<file path="config.mk">
export PLATFORM = sky130hd
export DESIGN_NAME = dsb_exec
export DESIGN_NICKNAME = d
export VERILOG_FILES = /design/src/rtl/dsb_pkg.sv /design/src/rtl/dsb_decode.sv /design/src/rtl/dsb_exec.sv
export SDC_FILE = /design/constraint.sdc
export NUM_CORES = 1
export LEC_CHECK = 0
export BUFFER_PORTS_ARGS = -buffer_cell sky130_fd_sc_hd__buf_2
export CAP_MARGIN = 20
export CORE_MARGIN = 10
export CORE_UTILIZATION = 41
export DETAILED_ROUTE_END_ITERATION = 8
export PLACE_DENSITY = 0.72
export RECOVER_POWER = 25
export SYNTH_ARGS = -nofsm -noshare
export SYNTH_HDL_FRONTEND = slang
export SYNTH_SLANG_ARGS = --single-unit
</file>
<file path="constraint.sdc">
create_clock -name clock -period 1.42 [get_ports clock]
set_input_delay 0.142 -clock clock [delete_from_list [all_inputs] [get_ports clock]]
set_output_delay 0.142 -clock clock [all_outputs]
set_load 0.03 [all_outputs]
</file>
<file path="src/rtl/dsb_pkg.sv">
// package of constants for the decrement, skip and jump execution block
// assumes a 12-bit instruction word and an 11-bit program counter
package dsb_pkg;

  // ---------------------------------------------------------------
  // widths
  // ---------------------------------------------------------------
  localparam int INSTR_W = 12;
  localparam int DATA_W  = 8;
  localparam int PC_W    = 11;
  localparam int FADDR_W = 5;
  localparam int JUMP_W  = 9;
  localparam int PAGE_W  = 2;

  // ---------------------------------------------------------------
  // opcode patterns and field positions
  // ---------------------------------------------------------------
  localparam logic [5:0] OP_DEC_REG  = 6'h03;  // 0000 11df ffff
  localparam logic [5:0] OP_DEC_SKIP = 6'h0b;  // 0010 11df ffff
  localparam logic [2:0] OP_JUMP     = 3'h5;   // 101k kkkk kkkk
  localparam int OP6_LSB    = 6;
  localparam int OP3_LSB    = 9;
  localparam int DEST_BIT   = 5;
  localparam int FADDR_LSB  = 0;
  localparam int JUMP_LSB   = 0;

  // ---------------------------------------------------------------
  // reset values, pc step and the decrement operand
  // ---------------------------------------------------------------
  localparam logic [PC_W-1:0]   PC_RESET   = 11'h000;
  localparam logic [DATA_W-1:0] ACC_RESET  = 8'h00;
  localparam logic              ZERO_RESET = 1'b0;
  localparam logic [PC_W-1:0]   PC_STEP    = 11'h001;
  localparam logic [DATA_W-1:0] DATA_ONE   = 8'h01;

  // destination choice of the decrements
  typedef enum logic {
    DSB_DEST_ACC,
    DSB_DEST_FILE
  } dsb_dest_e;

endpackage : dsb_pkg

</file>
<file path="src/rtl/dsb_decode.sv">
// instruction decoder for decrement, decrement-and-skip and absolute jump
// assumes the word is the instruction executing in the current cycle
`timescale 1ns/10ps
`default_nettype none

module dsb_decode (
  // instruction in
  input  wire logic [dsb_pkg::INSTR_W-1:0] instr_word,
  // decoded kind
  output logic                             is_decrement,
  output logic                             is_dec_skip,
  output logic                             is_jump,
  // decoded fields
  output dsb_pkg::dsb_dest_e               dest_sel,
  output logic [dsb_pkg::FADDR_W-1:0]      file_index,
  output logic [dsb_pkg::JUMP_W-1:0]       jump_target
);

  // ---------------------------------------------------------------
  // opcode matching
  // ---------------------------------------------------------------
  // six-bit opcode compare on the top of the word
  function automatic logic op6_match(input logic [dsb_pkg::INSTR_W-1:0] w,
                                     input logic [5:0] op);
    op6_match = (w[dsb_pkg::INSTR_W-1:dsb_pkg::OP6_LSB] == op);
  endfunction : op6_match

  // kind flags
  assign is_decrement = op6_match(instr_word, dsb_pkg::OP_DEC_REG);
  assign is_dec_skip  = op6_match(instr_word, dsb_pkg::OP_DEC_SKIP);
  assign is_jump      = (instr_word[dsb_pkg::INSTR_W-1:dsb_pkg::OP3_LSB]
                         == dsb_pkg::OP_JUMP);

  // ---------------------------------------------------------------
  // operand fields
  // ---------------------------------------------------------------
  // destination bit, file index and jump immediate
  assign dest_sel    = dsb_pkg::dsb_dest_e'(instr_word[dsb_pkg::DEST_BIT]);
  assign file_index  = instr_word[dsb_pkg::FADDR_LSB +: dsb_pkg::FADDR_W];
  assign jump_target = instr_word[dsb_pkg::JUMP_LSB +: dsb_pkg::JUMP_W];

endmodule : dsb_decode

`default_nettype wire

</file>
<file path="src/rtl/dsb_exec.sv">
// execution of decrement, decrement-and-skip-on-zero and absolute jump
// assumes one clock per instruction cycle, a register file read in the same
// cycle through file_index, and a fetch unit that supplies the word at pc
`timescale 1ns/10ps
`default_nettype none

module dsb_exec (
  // clock and reset
  input  wire logic                        clock,
  input  wire logic                        reset,
  // fetched instruction
  input  wire logic [dsb_pkg::INSTR_W-1:0] instr_word,
  // page select, status bits 6 and 5
  input  wire logic [dsb_pkg::PAGE_W-1:0]  status_page,
  // register file read
  output logic [dsb_pkg::FADDR_W-1:0]      file_index,
  input  wire logic [dsb_pkg::DATA_W-1:0]  file_rdata,
  // register file write
  output logic                             file_we,
  output logic [dsb_pkg::FADDR_W-1:0]      file_waddr,
  output logic [dsb_pkg::DATA_W-1:0]       file_wdata,
  // core state
  output logic [dsb_pkg::DATA_W-1:0]       acc_value,
  output logic                             zero_flag,
  output logic [dsb_pkg::PC_W-1:0]         pc_value,
  output logic                             discard_next
);

  // ---------------------------------------------------------------
  // decode
  // ---------------------------------------------------------------
  logic                        is_decrement;
  logic                        is_dec_skip;
  logic                        is_jump;
  dsb_pkg::dsb_dest_e          dest_sel;
  logic [dsb_pkg::JUMP_W-1:0]  jump_target;

  dsb_decode u_decode (
    .instr_word   (instr_word),
    .is_decrement (is_decrement),
    .is_dec_skip  (is_dec_skip),
    .is_jump      (is_jump),
    .dest_sel     (dest_sel),
    .file_index   (file_index),
    .jump_target  (jump_target)
  );

  // ---------------------------------------------------------------
  // state
  // ---------------------------------------------------------------
  logic [dsb_pkg::PC_W-1:0]    pc_reg;
  logic [dsb_pkg::DATA_W-1:0]  acc_reg;
  logic                        zero_reg;
  logic                        discard_reg;
  logic                        we_reg;
  logic [dsb_pkg::FADDR_W-1:0] waddr_reg;
  logic [dsb_pkg::DATA_W-1:0]  wdata_reg;

  // ---------------------------------------------------------------
  // execute qualifiers
  // ---------------------------------------------------------------
  logic                        live;
  logic                        do_dec;
  logic                        do_dsz;
  logic                        do_jump;
  logic [dsb_pkg::DATA_W-1:0]  dec_result;
  logic                        result_zero;
  logic                        do_skip;
  logic [dsb_pkg::PC_W-1:0]    pc_next;

  // a discarded word runs as a no-op
  assign live        = !discard_reg;
  assign do_dec      = live && is_decrement;
  assign do_dsz      = live && is_dec_skip;
  assign do_jump     = live && is_jump;
  assign dec_result  = file_rdata - dsb_pkg::DATA_ONE;
  assign result_zero = (dec_result == '0);
  assign do_skip     = do_dsz && result_zero;

  // next fetch address
  always_comb begin
    pc_next = pc_reg + dsb_pkg::PC_STEP;
    if (do_jump) begin
      pc_next = {status_page, jump_target};
    end
  end

  // program counter
  always_ff @(posedge clock) begin
    if (reset) begin
      pc_reg <= dsb_pkg::PC_RESET;
    end else begin
      pc_reg <= pc_next;
    end
  end

  // discard of the fetched word after a skip or a jump
  always_ff @(posedge clock) begin
    if (reset) begin
      discard_reg <= 1'b0;
    end else begin
      discard_reg <= do_skip || do_jump;
    end
  end

  // accumulator destination
  always_ff @(posedge clock) begin
    if (reset) begin
      acc_reg <= dsb_pkg::ACC_RESET;
    end else if ((do_dec || do_dsz) && dest_sel == dsb_pkg::DSB_DEST_ACC) begin
      acc_reg <= dec_result;
    end
  end

  // zero flag, only the plain decrement touches it
  always_ff @(posedge clock) begin
    if (reset) begin
      zero_reg <= dsb_pkg::ZERO_RESET;
    end else if (do_dec) begin
      zero_reg <= result_zero;
    end
  end

  // register file write-back
  always_ff @(posedge clock) begin
    if (reset) begin
      we_reg    <= 1'b0;
      waddr_reg <= '0;
      wdata_reg <= '0;
    end else begin
      we_reg    <= (do_dec || do_dsz) && dest_sel == dsb_pkg::DSB_DEST_FILE;
      waddr_reg <= file_index;
      wdata_reg <= dec_result;
    end
  end

  // outputs
  assign file_we      = we_reg;
  assign file_waddr   = waddr_reg;
  assign file_wdata   = wdata_reg;
  assign acc_value    = acc_reg;
  assign zero_flag    = zero_reg;
  assign pc_value     = pc_reg;
  assign discard_next = discard_reg;
endmodule : dsb_exec

`default_nettype wire

</file>
# Yosys cells after proc, flatten, opt, wreduce, memory -nomap -nowiden

Index checks and enable logic that the tools add are counted.

Flip-flop bits (word level): 35
Input bits: 24

Add/sub/neg operators: 2
Equal/unequal tests: 3
Mux-type cells: 1
Bitwise gates (word level): 1
Reductions and logical operators: 10

Operator list:

| kind                  | count |
|---|---|
| $add 11x1->11 const B | 1 |
| $mux 11               | 1 |
| $logic_not 8->1       | 1 |
| $sub 8x1->8 const B   | 1 |
| $eq 6x2->1 const B    | 1 |
| $eq 6x4->1 const B    | 1 |
| $logic_and 1x1->1     | 6 |
| $eq 3x3->1 const B    | 1 |
| $logic_or 1x1->1      | 2 |
| $logic_not 1->1       | 1 |
| $not 1->1             | 1 |

# Logic depth before layout (Yosys ltp)

Gate-level depths: netlist of run 1.

Depth in word-level cells: 4
Mapped depth: 6

# Hierarchy

From an unflattened synthesis of run 1, not the netlist that was laid out.

Cell total of the unflattened synthesis: 173
Area total of the unflattened synthesis: 1,569.0 sq um

Modules (own cells, without submodules):

| module     | instances | cells an instance | area each (sq um) | sequential area each (sq um) |
|---|---|---|---|---|
| dsb_exec   | 1         | 153               | 1,418.9           | 700.7 |
| dsb_decode | 1         | 20                | 150.1             | 0.0 |

# Worst setup path before layout of run 1

OpenSTA, ideal clock, no wires.

Path kind: reg2reg
Start point: register discard_reg, in the netlist discard_next
End point: register acc_reg, in the netlist acc_value[6]
Data arrival time: 1.498 ns
Required time: 1.334 ns
Setup slack: -0.163 ns
Cell stages (with the launch flop): 6
Cells stage by stage: dfxtp_1 nor2_1 nor4b_2 buf_2 nor2_1 a211oi_1

Longest elaborated chain between the ends: 4
Elaborated cells on any way between the ends: 5
Classes of those cells: reduce/logical: 5

RTL lines:

| what                                        | RTL line                       | text |
|---|---|---|
| from (decl)                                 | dsb_exec.sv:54                 | `logic discard_reg;` |
| from (signal assigned)                      | dsb_exec.sv:102                | `discard_reg <= do_skip \|\| do_jump;` |
| $logic_not 1->1 *                           | dsb_exec.sv:72                 | `assign live = !discard_reg;` |
| $logic_and 1x1->1, on equally long branches | dsb_exec.sv:73, dsb_exec.sv:74 |  |
| $logic_or 1x1->1 *                          | dsb_exec.sv:110                | `end else if ((do_dec \|\| do_dsz) && dest_sel == dsb_pkg::DSB_DEST_ACC) begin` |
| $logic_and 1x1->1 *                         | dsb_exec.sv:110                |  |
| to (signal assigned)                        | dsb_exec.sv:109                | `acc_reg <= dsb_pkg::ACC_RESET;` |
| to (signal assigned)                        | dsb_exec.sv:111                | `acc_reg <= dec_result;` |
| to (decl)                                   | dsb_exec.sv:52                 | `logic [dsb_pkg::DATA_W-1:0] acc_reg;` |

Every way passes the cells marked *; elsewhere a longest branch is shown, timed or not.
A chain may end at the register's enable or synchronous reset.

# Final worst setup path of run 1

Start point: register discard_reg, in the netlist discard_next
End point: register zero_reg, in the netlist zero_flag

Longest elaborated chain between the ends: 2

RTL lines:

| what                 | RTL line        | text |
|---|---|---|
| $logic_not 1->1      | dsb_exec.sv:72  |  |
| $logic_and 1x1->1    | dsb_exec.sv:73  | `assign do_dec = live && is_decrement;` |
| to (signal assigned) | dsb_exec.sv:118 | `zero_reg <= dsb_pkg::ZERO_RESET;` |
| to (signal assigned) | dsb_exec.sv:120 | `zero_reg <= result_zero;` |
| to (decl)            | dsb_exec.sv:53  | `logic zero_reg;` |

No other way between the ends.

==> reports/qor.yml, run 1 <==
worst_setup_path_start_kind: "flop"
use_met2_pct: 17.23
io-pin-count: 64
finalWorstPathRequiredPeriod_ns: 1.356
synth_top_cell_area_share_pct: 48.36
cts_buffers: 5
dominantRegCellSynth: "sky130_fd_sc_hd__dfxtp_1"
final_core_utilization_pct: 57.33
floorplan.initialDensity_pct: 43.08
drive_gt1_share_pct: 34.20
routabilityCongestion: 0.7540
outcome: "complete, no violations"
timing.critical_path.fanout_max: 3
total_power_mw: 1.934
asyncSetResetFlopFracSynth_pct: 0
first_pass_iters: 4
post-dp-hpwl_mm: 2.868
post_cts_resized: 0
synth_area_per_inst_um2: 9.229
first_global_vias: 1311
ys_top_cells_by_count: "sky130_fd_sc_hd__dfxtp_1, sky130_fd_sc_hd__nor2_1, sky130_fd_sc_hd__a211oi_1"
busiest_layer: "met2"
cts-root-buf: "sky130_fd_sc_hd__clkbuf_4"
die_area_um2: 6312
die_y_um: 79.45
drc_errors: 0
htreeDepth: 2
grtUsageMet1_pct: 12.37
routedWlPerCell_um: 13.32
via_count: 1327
wire_length_of_the_first_global_routing_pass_mm: 5.920
ys_warns: 0
area_growth_pct: 33.07
post_cts_buffers: 0
timing.setup.critical_path_class: "reg -> reg"
crit_required_ns: 1.66
placement.io_buffers: 63
final.period_utilization_pct: 95.51
clk_latency_ns: 0.33
placeableCoreArea_um2: 3363
grt_setup_unrepaired: "no"
ys_seq_elements: 35
clock_path_buffers: 2
core.rowCount: 21
cts_sinks: 35
layout.nets: 257
max_slew.worst_pin.slew_ns: 0.3801
powerDensity_nw_per_um2: 1003
report.final.setup_viol: 0
grtUsageMet3_pct: 9.122
leakage_nw: 0.8413
synth_area_um2: 1449
antenna_violating_nets_post_route: 0
antenna_cells: 0
grt.total_usage_pct: 11.50
floorplan.die.width_um: 79.45
proportion_of_synthesized_chip_area_in_sequential_cells_pct: 48.36
vdd_ir_drop_max_v: 0.0006146
timing.max_slew.rel_slack_pct: 74.77
cts_hold_fix_bufs: 0
post-synth-top-count-cell: "sky130_fd_sc_hd__dfxtp_1"
grt_max_degree: 36
routed_wl_mm: 3.691
cp-end-kind: "flop"
maxClockFrequency_mhz: 737.3
layout_skew_ns: 0.006626
synth_edf_count: 0
synth_cells: 157
regToRegSetupSlack_ns: 0.06
yosys.cell_types.count: 29
cts_tree: "built"
worst_hold_path_type: "in -> reg"
ys_top_cells_by_area: "sky130_fd_sc_hd__dfxtp_1, sky130_fd_sc_hd__a211oi_1, sky130_fd_sc_hd__nor2_1"
vias_per_instance: 4.791
synth.largest_area_cell: "sky130_fd_sc_hd__dfxtp_1"
cap_violations: 0
drv_slew: 0
worst_setup_hold_path_clk_slew_ns: 0.10
cp_data_arrival_time_ns: 1.59
total_count_of_hold_check_failures_in_the_final_report: 0
layout.filler_cells: 340
grt.overflow.total: 0
grt_antenna_before_repair: 0
syn-num-nets: 184
drt_first_iter_violations: 61
[flip-flops by register name, summed over array words and instances, names as in the netlist]
| register | flops |
|---|---|
| file_we | 1 |
| acc_value | 8 |
| zero_flag | 1 |
| pc_value | 11 |
| file_wdata | 8 |
| discard_next | 1 |
| file_waddr | 5 |
[critical path, cell delays in order (launching register included)]
cell and delay (ns):
sky130_fd_sc_hd__dfxtp_1 0.34, sky130_fd_sc_hd__or4_1 0.58, sky130_fd_sc_hd__o41ai_1 0.34
[report_power, final]
| group | total (mW) | switching, mW | internal [mW] |
|---|---|---|---|
| Clock | 0.508 | 0.315 | 0.193 |
| Combinational | 0.370 | 0.237 | 0.133 |
| Sequential | 1.06 | 0.0263 | 1.03 |
[routing by layer]
metal	wire length, um	part of all wire (%)	vias up
met5	0	0	-
met4	35	0.95	0
met3	517	14	6
met2	1634	44	52
met1	1504	41	584
li1	-	-	685
[cells by family after synthesis]
| kind of cell | count (synthesis) | synth area share [%] |
|---|---|---|
| compound gates | 25 | 12.69 |
| xor+xnor | 15 | 9.067 |
| fa+ha+maj | 3 | 2.591 |
| buf+inv | 14 | 5.009 |
| flops | 35 | 48.36 |
| mux | 1 | 0.6909 |
| simple gates | 64 | 21.59 |
[path summary, 6_finish.rpt]
| kind | start | end | cells past startpoint |
|---|---|---|---|
| worst max-delay path | discard_next$_SDFF_PP0_ | zero_flag$_SDFFE_PP0P_ | 2 |
| worst min-delay path | instr_word[9] | zero_flag$_SDFFE_PP0P_ | 2 |
| worst max register to register | discard_next$_SDFF_PP0_ | zero_flag$_SDFFE_PP0P_ | 2 |
| worst min register to register | pc_value[0]$_SDFF_PP0_ | pc_value[0]$_SDFF_PP0_ | 1 |
[layout make-up]
type                       count  area [um2]  share of cell area (%)
clock buffer                   7       45.04                   2.336
inverter                       2       7.507                  0.3894
sequential                    35       703.2                   36.47
clock inverter                 1       5.005                  0.2596
tap                           46       57.56                   2.985
multi-input combinational    108       691.9                   35.89
timing repair buffer          78       417.9                   21.67
[cells in the final DEF (no fill, tap or decap), types with 2 or more instances in the layout]
| cell type | n |
|---|---|
| sky130_fd_sc_hd__inv_1 | 2 |
| sky130_fd_sc_hd__clkbuf_1 | 13 |
| sky130_fd_sc_hd__nor3b_1 | 2 |
| sky130_fd_sc_hd__clkbuf_4 | 5 |
| sky130_fd_sc_hd__nand3_1 | 6 |
| sky130_fd_sc_hd__buf_2 | 52 |
| sky130_fd_sc_hd__buf_4 | 14 |
| sky130_fd_sc_hd__xor2_1 | 5 |
| sky130_fd_sc_hd__or3_1 | 3 |
| sky130_fd_sc_hd__ha_1 | 3 |
| sky130_fd_sc_hd__dfxtp_2 | 2 |
| sky130_fd_sc_hd__o21ai_1 | 2 |
| sky130_fd_sc_hd__nor2_1 | 31 |
| sky130_fd_sc_hd__o21ai_0 | 2 |
| sky130_fd_sc_hd__xnor2_1 | 10 |
| sky130_fd_sc_hd__nand2_1 | 5 |
| sky130_fd_sc_hd__nor3_1 | 3 |
| sky130_fd_sc_hd__a211oi_1 | 18 |
| sky130_fd_sc_hd__nor2b_1 | 6 |
| sky130_fd_sc_hd__dfxtp_1 | 33 |
[metrics by stage]
stage | instance area (um2) | setup slack (ns) | TNS (ns) | hold slack (ns) | std cells
2_1_floorplan | 1463 | -0.03780 | -0.09691 | 0.2144 | 157
3_3_place_gp | 1881 | -0.1752 | -0.2160 | 0.3826 | 269
3_5_place_dp | 1881 | -0.2023 | -0.2835 | 0.3898 | 269
4_1_cts | 1931 | 0.05939 | 0 | 0.01490 | 277
5_1_grt | 1928 | 0.008152 | 0 | 0.002305 | 277
6_report | 1928 | 0.06370 | 0 | 0.03104 | 277
(Power assumes the default switching activity.)
==> inputs of run 2 (changes only) <==
--- a/config.mk
+++ b/config.mk
@@ -10,7 +10,7 @@
 export CORE_MARGIN = 10
 export CORE_UTILIZATION = 41
 export DETAILED_ROUTE_END_ITERATION = 8
-export PLACE_DENSITY = 0.72
+export PLACE_DENSITY = 0.74
 export RECOVER_POWER = 25
 export SYNTH_ARGS = -nofsm -noshare
 export SYNTH_HDL_FRONTEND = slang
==> run 2 against run 1 <==
  * Total power rose by 5.2%
  * Critical endpoint unchanged
  * Final area up 0.45%
  * Utilization up 0.26 points
  * Worst hold slack better by 0.014 ns
  * Non-clock buffer count down 3
  * First-iteration DRC count is 4.9% higher
  * Critical path depth is the same
  * Largest power group unchanged
  * Setup slack improved by 0.015 ns
  * Sequential share of layout area decreased by 0.16 points
==> reports/qor.yml, run 2 (synthesized netlist as in run 1, its figures left out) <==
maxClockFrequency_mhz: 745.7  # +1.1%
cp_data_arrival_time_ns: 1.59  # about the same
total_switching_power_mw: 0.5812  # +0.60%
floorplan.die.width_um: 79.45  # unchanged
layout_skew_ns: 0.01130  # +0.004672 ns
cell_internal_pwr_mw: 1.452  # +7.1%
worst_setup_hold_path_clk_slew_ns: 0.11  # about the same
grt_antenna_before_repair: 0  # unchanged
timing.critical_path.fanout_max: 3  # unchanged
cts_tree: "built"
routed_wl_mm: 3.771  # +2.2%
outcome: "complete, no violations"
first_global_vias: 1391  # +6.1%
htreeDepth: 2  # unchanged
die_y_um: 79.45  # unchanged
worst_setup_path_start_kind: "flop"
grt.overflow.total: 0  # unchanged
worst_hold_path_type: "in -> reg"
pwr-share-comb_pct: 18.2  # -0.9 points
max_slew.worst_pin.slew_ns: 0.3749  # -0.005201 ns
placement.io_buffers: 63  # unchanged
die_area_um2: 6312  # unchanged
layout.area.seq_um2: 703.2  # unchanged
hold_path_startpoint: "instr_word[9]"
hold_slack_ns: 0.04481  # +0.01378 ns
cap_violations: 0  # unchanged
placeableCoreArea_um2: 3363  # unchanged
drc_errors: 0  # unchanged
worstReg2RegStart: "discard_next$_SDFF_PP0_"
largest_register_ff_count: 11  # unchanged
wire_length_of_the_first_global_routing_pass_mm: 6.009  # +1.5%
layout.filler_cells: 342  # +0.59%
drv_slew: 0  # unchanged
seq_power_share_pct: 52.0  # -2.6 points
cts_sinks: 35  # unchanged
mostFrequentLayoutCells: "sky130_fd_sc_hd__buf_2, sky130_fd_sc_hd__dfxtp_1, sky130_fd_sc_hd__nor2_1, sky130_fd_sc_hd__a211oi_1, sky130_fd_sc_hd__buf_4"
grt_max_degree: 36  # unchanged
drt_first_iter_violations: 64  # +4.9%
antenna_cells: 0  # unchanged
vias_per_instance: 4.872  # +1.7%
crit_required_ns: 1.67  # about the same
clock_path_buffers: 2  # unchanged
timing.max_slew.rel_slack_pct: 75.11  # +0.35 points
area_growth_pct: 33.68
powerDensity_nw_per_um2: 1050  # +4.7%
leakage_nw: 0.8535  # +1.4%
preCtsSetupSlack_ns: -0.1869  # +0.01540 ns
finalWorstPathRequiredPeriod_ns: 1.341  # -0.01521 ns
timing.setup.critical_path_class: "reg -> reg"
fin_setup_tns_ns: 0  # unchanged
layout.nets: 254  # -1.2%
clk_latency_ns: 0.34  # about the same
cts_buffers: 5  # unchanged
post_cts_buffers: 0  # unchanged
power_frac_clock_pct: 29.9  # +3.7 points
multi_input_combinational_cell_area_um2: 691.9  # unchanged
drive_gt1_share_pct: 34.65  # +0.45 points
floorplan.initialDensity_pct: 43.08  # unchanged
worstHoldEndpoint: "zero_flag$_SDFFE_PP0P_"
cp-end-kind: "flop"
worstRegToRegCells: 2  # unchanged
grt_setup_unrepaired: "yes"
regToRegSetupSlack_ns: 0.08  # +0.02 ns
first_pass_iters: 4  # unchanged
switching_share_pct: 28.58  # -1.3 points
routabilityCongestion: 0.7839  # +4.0%
total_count_of_hold_check_failures_in_the_final_report: 0  # unchanged
layout_setup_ws_ns: 0.07890  # +0.01521 ns
vdd_ir_drop_max_v: 0.0007015  # +14%
rr_endpoint: "zero_flag$_SDFFE_PP0P_"
io-pin-count: 64  # unchanged
via_count: 1335  # +0.60%
grt.total_usage_pct: 11.82  # +0.32 points
cts_hold_fix_bufs: 0  # unchanged
report.final.setup_viol: 0  # unchanged
mostFrequentLayoutCell: "sky130_fd_sc_hd__buf_2"
cts-root-buf: "sky130_fd_sc_hd__clkbuf_4"
final.period_utilization_pct: 94.44  # -1.1 points
post-dp-hpwl_mm: 2.951  # +2.9%
worst_hold_depth: 2  # unchanged
core.rowCount: 21  # unchanged
routedWlPerCell_um: 13.76  # +3.3%
antenna_violating_nets_post_route: 0  # unchanged
[run 2: changes by cell type in the layout (fill, tap and decap cells not counted), sizes merged]
cell,previous run,this run
clkbuf,18,16
clkinv,1,0
[run 2: worst max-delay path by stage]
stage	start	endpoint	slack, ns
2_1_floorplan	file_rdata[4]	discard_next$_SDFF_PP0_	-0.04
3_3_place_gp	file_rdata[4]	discard_next$_SDFF_PP0_	-0.17
3_5_place_dp	file_rdata[4]	discard_next$_SDFF_PP0_	-0.19
4_1_cts	discard_next$_SDFF_PP0_	zero_flag$_SDFFE_PP0P_	0.03
5_1_grt	discard_next$_SDFF_PP0_	acc_value[4]$_SDFFE_PP0P_	-0.01
6_report	discard_next$_SDFF_PP0_	zero_flag$_SDFFE_PP0P_	0.08
[run 2: timing repair]
item,4_1_cts,5_1_grt
endpoints found under the setup margin,0,2
resized for setup,0,1
hold endpoints to repair,0,0
[run 2: final cells by class]
cell class | count | share of cell area (%)
timing repair buffer | 75 | 21.06
multi-input combinational | 108 | 35.72
clock buffer | 8 | 3.553
inverter | 2 | 0.3876
sequential | 35 | 36.30
tap | 46 | 2.972
[run 2: critical path, stage by stage, from the launching register on]
cell and delay (ns):
sky130_fd_sc_hd__dfxtp_1 0.34, sky130_fd_sc_hd__or4_1 0.59, sky130_fd_sc_hd__o41ai_2 0.32
[run 2: layer usage]
metal	wire (um)	GRT usage, %
met1	1505	10.78
met2	1706	19.66
met3	508	8.333
met4	51	5.376
met5	0	0
[run 2: stage by stage]
stage / cells / instance area [um2] / power, mW / util [%]
2_1_floorplan: 157 / 1463 / 1.311 / -
3_3_place_gp: 266 / 1871 / 1.450 / 55.62
3_5_place_dp: 266 / 1871 / 1.456 / 55.62
4_1_cts: 274 / 1939 / 2.062 / 57.66
5_1_grt: 274 / 1937 / 2.127 / 57.59
6_report: 274 / 1937 / 2.033 / 57.59
[run 2: power by group through the flow]
stage          Clock, mW  Sequential (mW)  Combinational, mW
6_report           0.607             1.06              0.370
4_1_cts            0.627             1.06              0.378
2_1_floorplan          0             1.18              0.134
3_3_place_gp           0             1.08              0.372
3_5_place_dp           0             1.08              0.376
5_1_grt            0.660             1.06              0.403
==> inputs of run 3 (changes only) <==
--- a/config.mk
+++ b/config.mk
@@ -8,10 +8,11 @@
 export BUFFER_PORTS_ARGS = -buffer_cell sky130_fd_sc_hd__buf_2
 export CAP_MARGIN = 20
 export CORE_MARGIN = 10
-export CORE_UTILIZATION = 41
+export CORE_UTILIZATION = 46
 export DETAILED_ROUTE_END_ITERATION = 8
-export PLACE_DENSITY = 0.74
+export PLACE_DENSITY = 0.78
 export RECOVER_POWER = 25
+export REMOVE_ABC_BUFFERS = 1
 export SYNTH_ARGS = -nofsm -noshare
 export SYNTH_HDL_FRONTEND = slang
 export SYNTH_SLANG_ARGS = --single-unit
==> constraint.sdc (replaced) <==
create_clock -name clock -period 1.3 [get_ports clock]
set_input_delay 0.13 -clock clock [delete_from_list [all_inputs] [get_ports clock]]
set_output_delay 0.13 -clock clock [all_outputs]
set_load 0.03 [all_outputs]
==> run 3 against run 2 <==
  * Worst hold slack is essentially flat
  * Sequential power is 9% higher
  * Register-to-register slack lost 0.04 ns
  * Global-route usage rose by 1.2 points
  * Critical path depth up 3
  * First-iteration DRC count is 42% higher
  * Die area down 8.2%
  * Sequential share of layout area fell by 2.3 points
  * Clock-buffer cell count is 2 lower
  * Final cell count increased by 1.8%
  * Combinational power increased by 21%
  * Critical path type is now in -> reg
  * Critical endpoint is now discard_next$_SDFF_PP0_
  * Largest power group unchanged
==> reports/qor.yml, run 3 (synthesized netlist as in run 1, its figures left out) <==
final-instance-count-excl-fill: 279  # +1.8%
preCtsSetupSlack_ns: -0.3104  # -0.1235 ns
cp_data_arrival_time_ns: 1.52  # -0.07 ns
seq_power_share_pct: 52.9  # +0.9 points
drt_first_iter_violations: 91  # +42%
total_power_mw: 2.188  # +7.6%
leakage_nw: 0.9343  # +9.5%
outcome: "complete, no violations"
cts_buffers: 5  # unchanged
maxClockFrequency_mhz: 785.7
postLayoutCellArea_um2: 2100  # +8.4%
floorplan.die.width_um: 76.12  # -4.2%
numPlacedInstances: 271  # +1.9%
crit_required_ns: 1.55  # -0.12 ns
wire_length_of_the_first_global_routing_pass_mm: 6.479  # +7.8%
cell_internal_pwr_mw: 1.548  # +6.6%
hold_slack_ns: 0.04454  # -0.0002702 ns
worstRegToRegCells: 3  # +1
layout_setup_ws_ns: 0.02728  # -0.05162 ns
powerDensity_nw_per_um2: 1042  # -0.75%
die_area_um2: 5794  # -8.2%
via_count: 1403  # +5.1%
final.period_utilization_pct: 97.90
vdd_ir_drop_max_v: 0.0006517  # -7.1%
largest_register_ff_count: 11  # unchanged
max_slew.worst_pin.slew_ns: 0.3960  # +0.02109 ns
cts_tree: "built"
drv_slew: 0  # unchanged
antenna_violating_nets_post_route: 0  # unchanged
worst_setup_hold_path_clk_slew_ns: 0.10  # about the same
power_frac_clock_pct: 26.7  # -3.2 points
worst_hold_depth: 2  # unchanged
clock_path_buffers: 2  # unchanged
grt.overflow.total: 0  # unchanged
grt_setup_unrepaired: "yes"
first_pass_iters: 4  # unchanged
total_switching_power_mw: 0.6395  # +10%
layout.nets: 262  # +3.1%
worst_setup_path_start_kind: "primary input"
placement.io_buffers: 63  # unchanged
cts_hold_fix_bufs: 0  # unchanged
core.rowCount: 20  # -4.8%
placeableCoreArea_um2: 3028  # -10%
grt_max_degree: 36  # unchanged
routedWlPerCell_um: 14.47  # +5.1%
floorplan.initialDensity_pct: 47.85  # +4.8 points
final_core_utilization_pct: 69.34  # +12 points
timing.setup.critical_path_class: "in -> reg"
mostFrequentLayoutCell: "sky130_fd_sc_hd__buf_2"
cap_violations: 0  # unchanged
post_cts_buffers: 0  # unchanged
finalWorstPathRequiredPeriod_ns: 1.273
place_area_um2: 1909  # +2.1%
die_y_um: 76.12  # -4.2%
io-pin-count: 64  # unchanged
drive_gt1_share_pct: 49.36  # +15 points
area_growth_pct: 44.90
routed_wl_mm: 4.037  # +7.1%
total_count_of_hold_check_failures_in_the_final_report: 0  # unchanged
htreeDepth: 2  # unchanged
grt.total_usage_pct: 13.01  # +1.2 points
antenna_cells: 0  # unchanged
report.final.setup_viol: 0  # unchanged
drc_errors: 0  # unchanged
timing.max_slew.rel_slack_pct: 73.60  # -1.5 points
clk_latency_ns: 0.32  # -0.02 ns
pwr-share-comb_pct: 20.5  # +2.3 points
post-dp-hpwl_mm: 2.920  # -1.0%
layout_skew_ns: 0.002584  # -0.008714 ns
cts_sinks: 35  # unchanged
first_global_vias: 1470  # +5.7%
grt_antenna_before_repair: 0  # unchanged
timing.critical_path.fanout_max: 2  # -1
switching_share_pct: 29.23  # +0.65 points
cp-end-kind: "flop"
routabilityCongestion: 0.8298  # +5.9%
vias_per_instance: 5.029  # +3.2%
mostFrequentLayoutCells: "sky130_fd_sc_hd__buf_2, sky130_fd_sc_hd__dfxtp_1, sky130_fd_sc_hd__nor2_1, sky130_fd_sc_hd__buf_4, sky130_fd_sc_hd__a211oi_1"
worst_hold_path_type: "in -> reg"
cts-root-buf: "sky130_fd_sc_hd__clkbuf_4"
fin_setup_tns_ns: 0  # unchanged
[run 3: cell count changes in the layout (fill, tap and decap cells not counted), moves of 3 or more]
cell / change
sky130_fd_sc_hd__buf_2: +6
sky130_fd_sc_hd__a211oi_1: -6
sky130_fd_sc_hd__dfxtp_1: -4
sky130_fd_sc_hd__a211oi_2: +6
sky130_fd_sc_hd__buf_4: +7
sky130_fd_sc_hd__clkbuf_1: -8
sky130_fd_sc_hd__nor2_1: -4
sky130_fd_sc_hd__nor2_2: +3
[run 3: cell type report]
type                    count  area [um2]
inverters                   2       7.507
multi-input cells         108       780.7
clock inverters             1       5.005
flip-flops and latches     35       713.2
fillers                   259       928.4
well taps                  44       55.05
clock buffers               6       51.30
repair buffers             83       486.7
[run 3: power by group through the flow]
stage               Sequential (mW)  Clock [mW]  Combinational (mW)
finish                         1.16       0.583               0.448
global route                   1.16       0.647               0.484
CTS                            1.15       0.599               0.436
detailed placement             1.18           0               0.429
global placement               1.17           0               0.422
floorplan                      1.28           0               0.101
[run 3: critical path, stage by stage]
cell and delay, ns:
sky130_fd_sc_hd__buf_6 0.09, sky130_fd_sc_hd__or3_4 0.38, sky130_fd_sc_hd__or4b_4 0.49, sky130_fd_sc_hd__or3_4 0.34, sky130_fd_sc_hd__o22ai_2 0.08
[run 3: final timing paths]
path	start	endpoint	slack, ns
worst max-delay path	file_rdata[4]	discard_next$_SDFF_PP0_	0.03
worst min-delay path	instr_word[4]	file_waddr[4]$_SDFF_PP0_	0.04
worst max register to register	discard_next$_SDFF_PP0_	zero_flag$_SDFFE_PP0P_	0.04
worst min register to register	acc_value[4]$_SDFFE_PP0P_	acc_value[4]$_SDFFE_PP0P_	0.51
[run 3: per-layer routing]
metal	up-vias	track usage, %	routed length, um
li1	691	-	-
met1	651	12.84	1507
met2	54	22.96	2032
met3	7	7.429	458
met4	0	3.160	38
met5	-	0	0
[run 3: what timing repair did]
item | CTS | global route
gates resized for setup | 9 | 27
gates cloned | 1 | 0
endpoints found under the setup margin | 6 | 16
pin swaps | 0 | 13
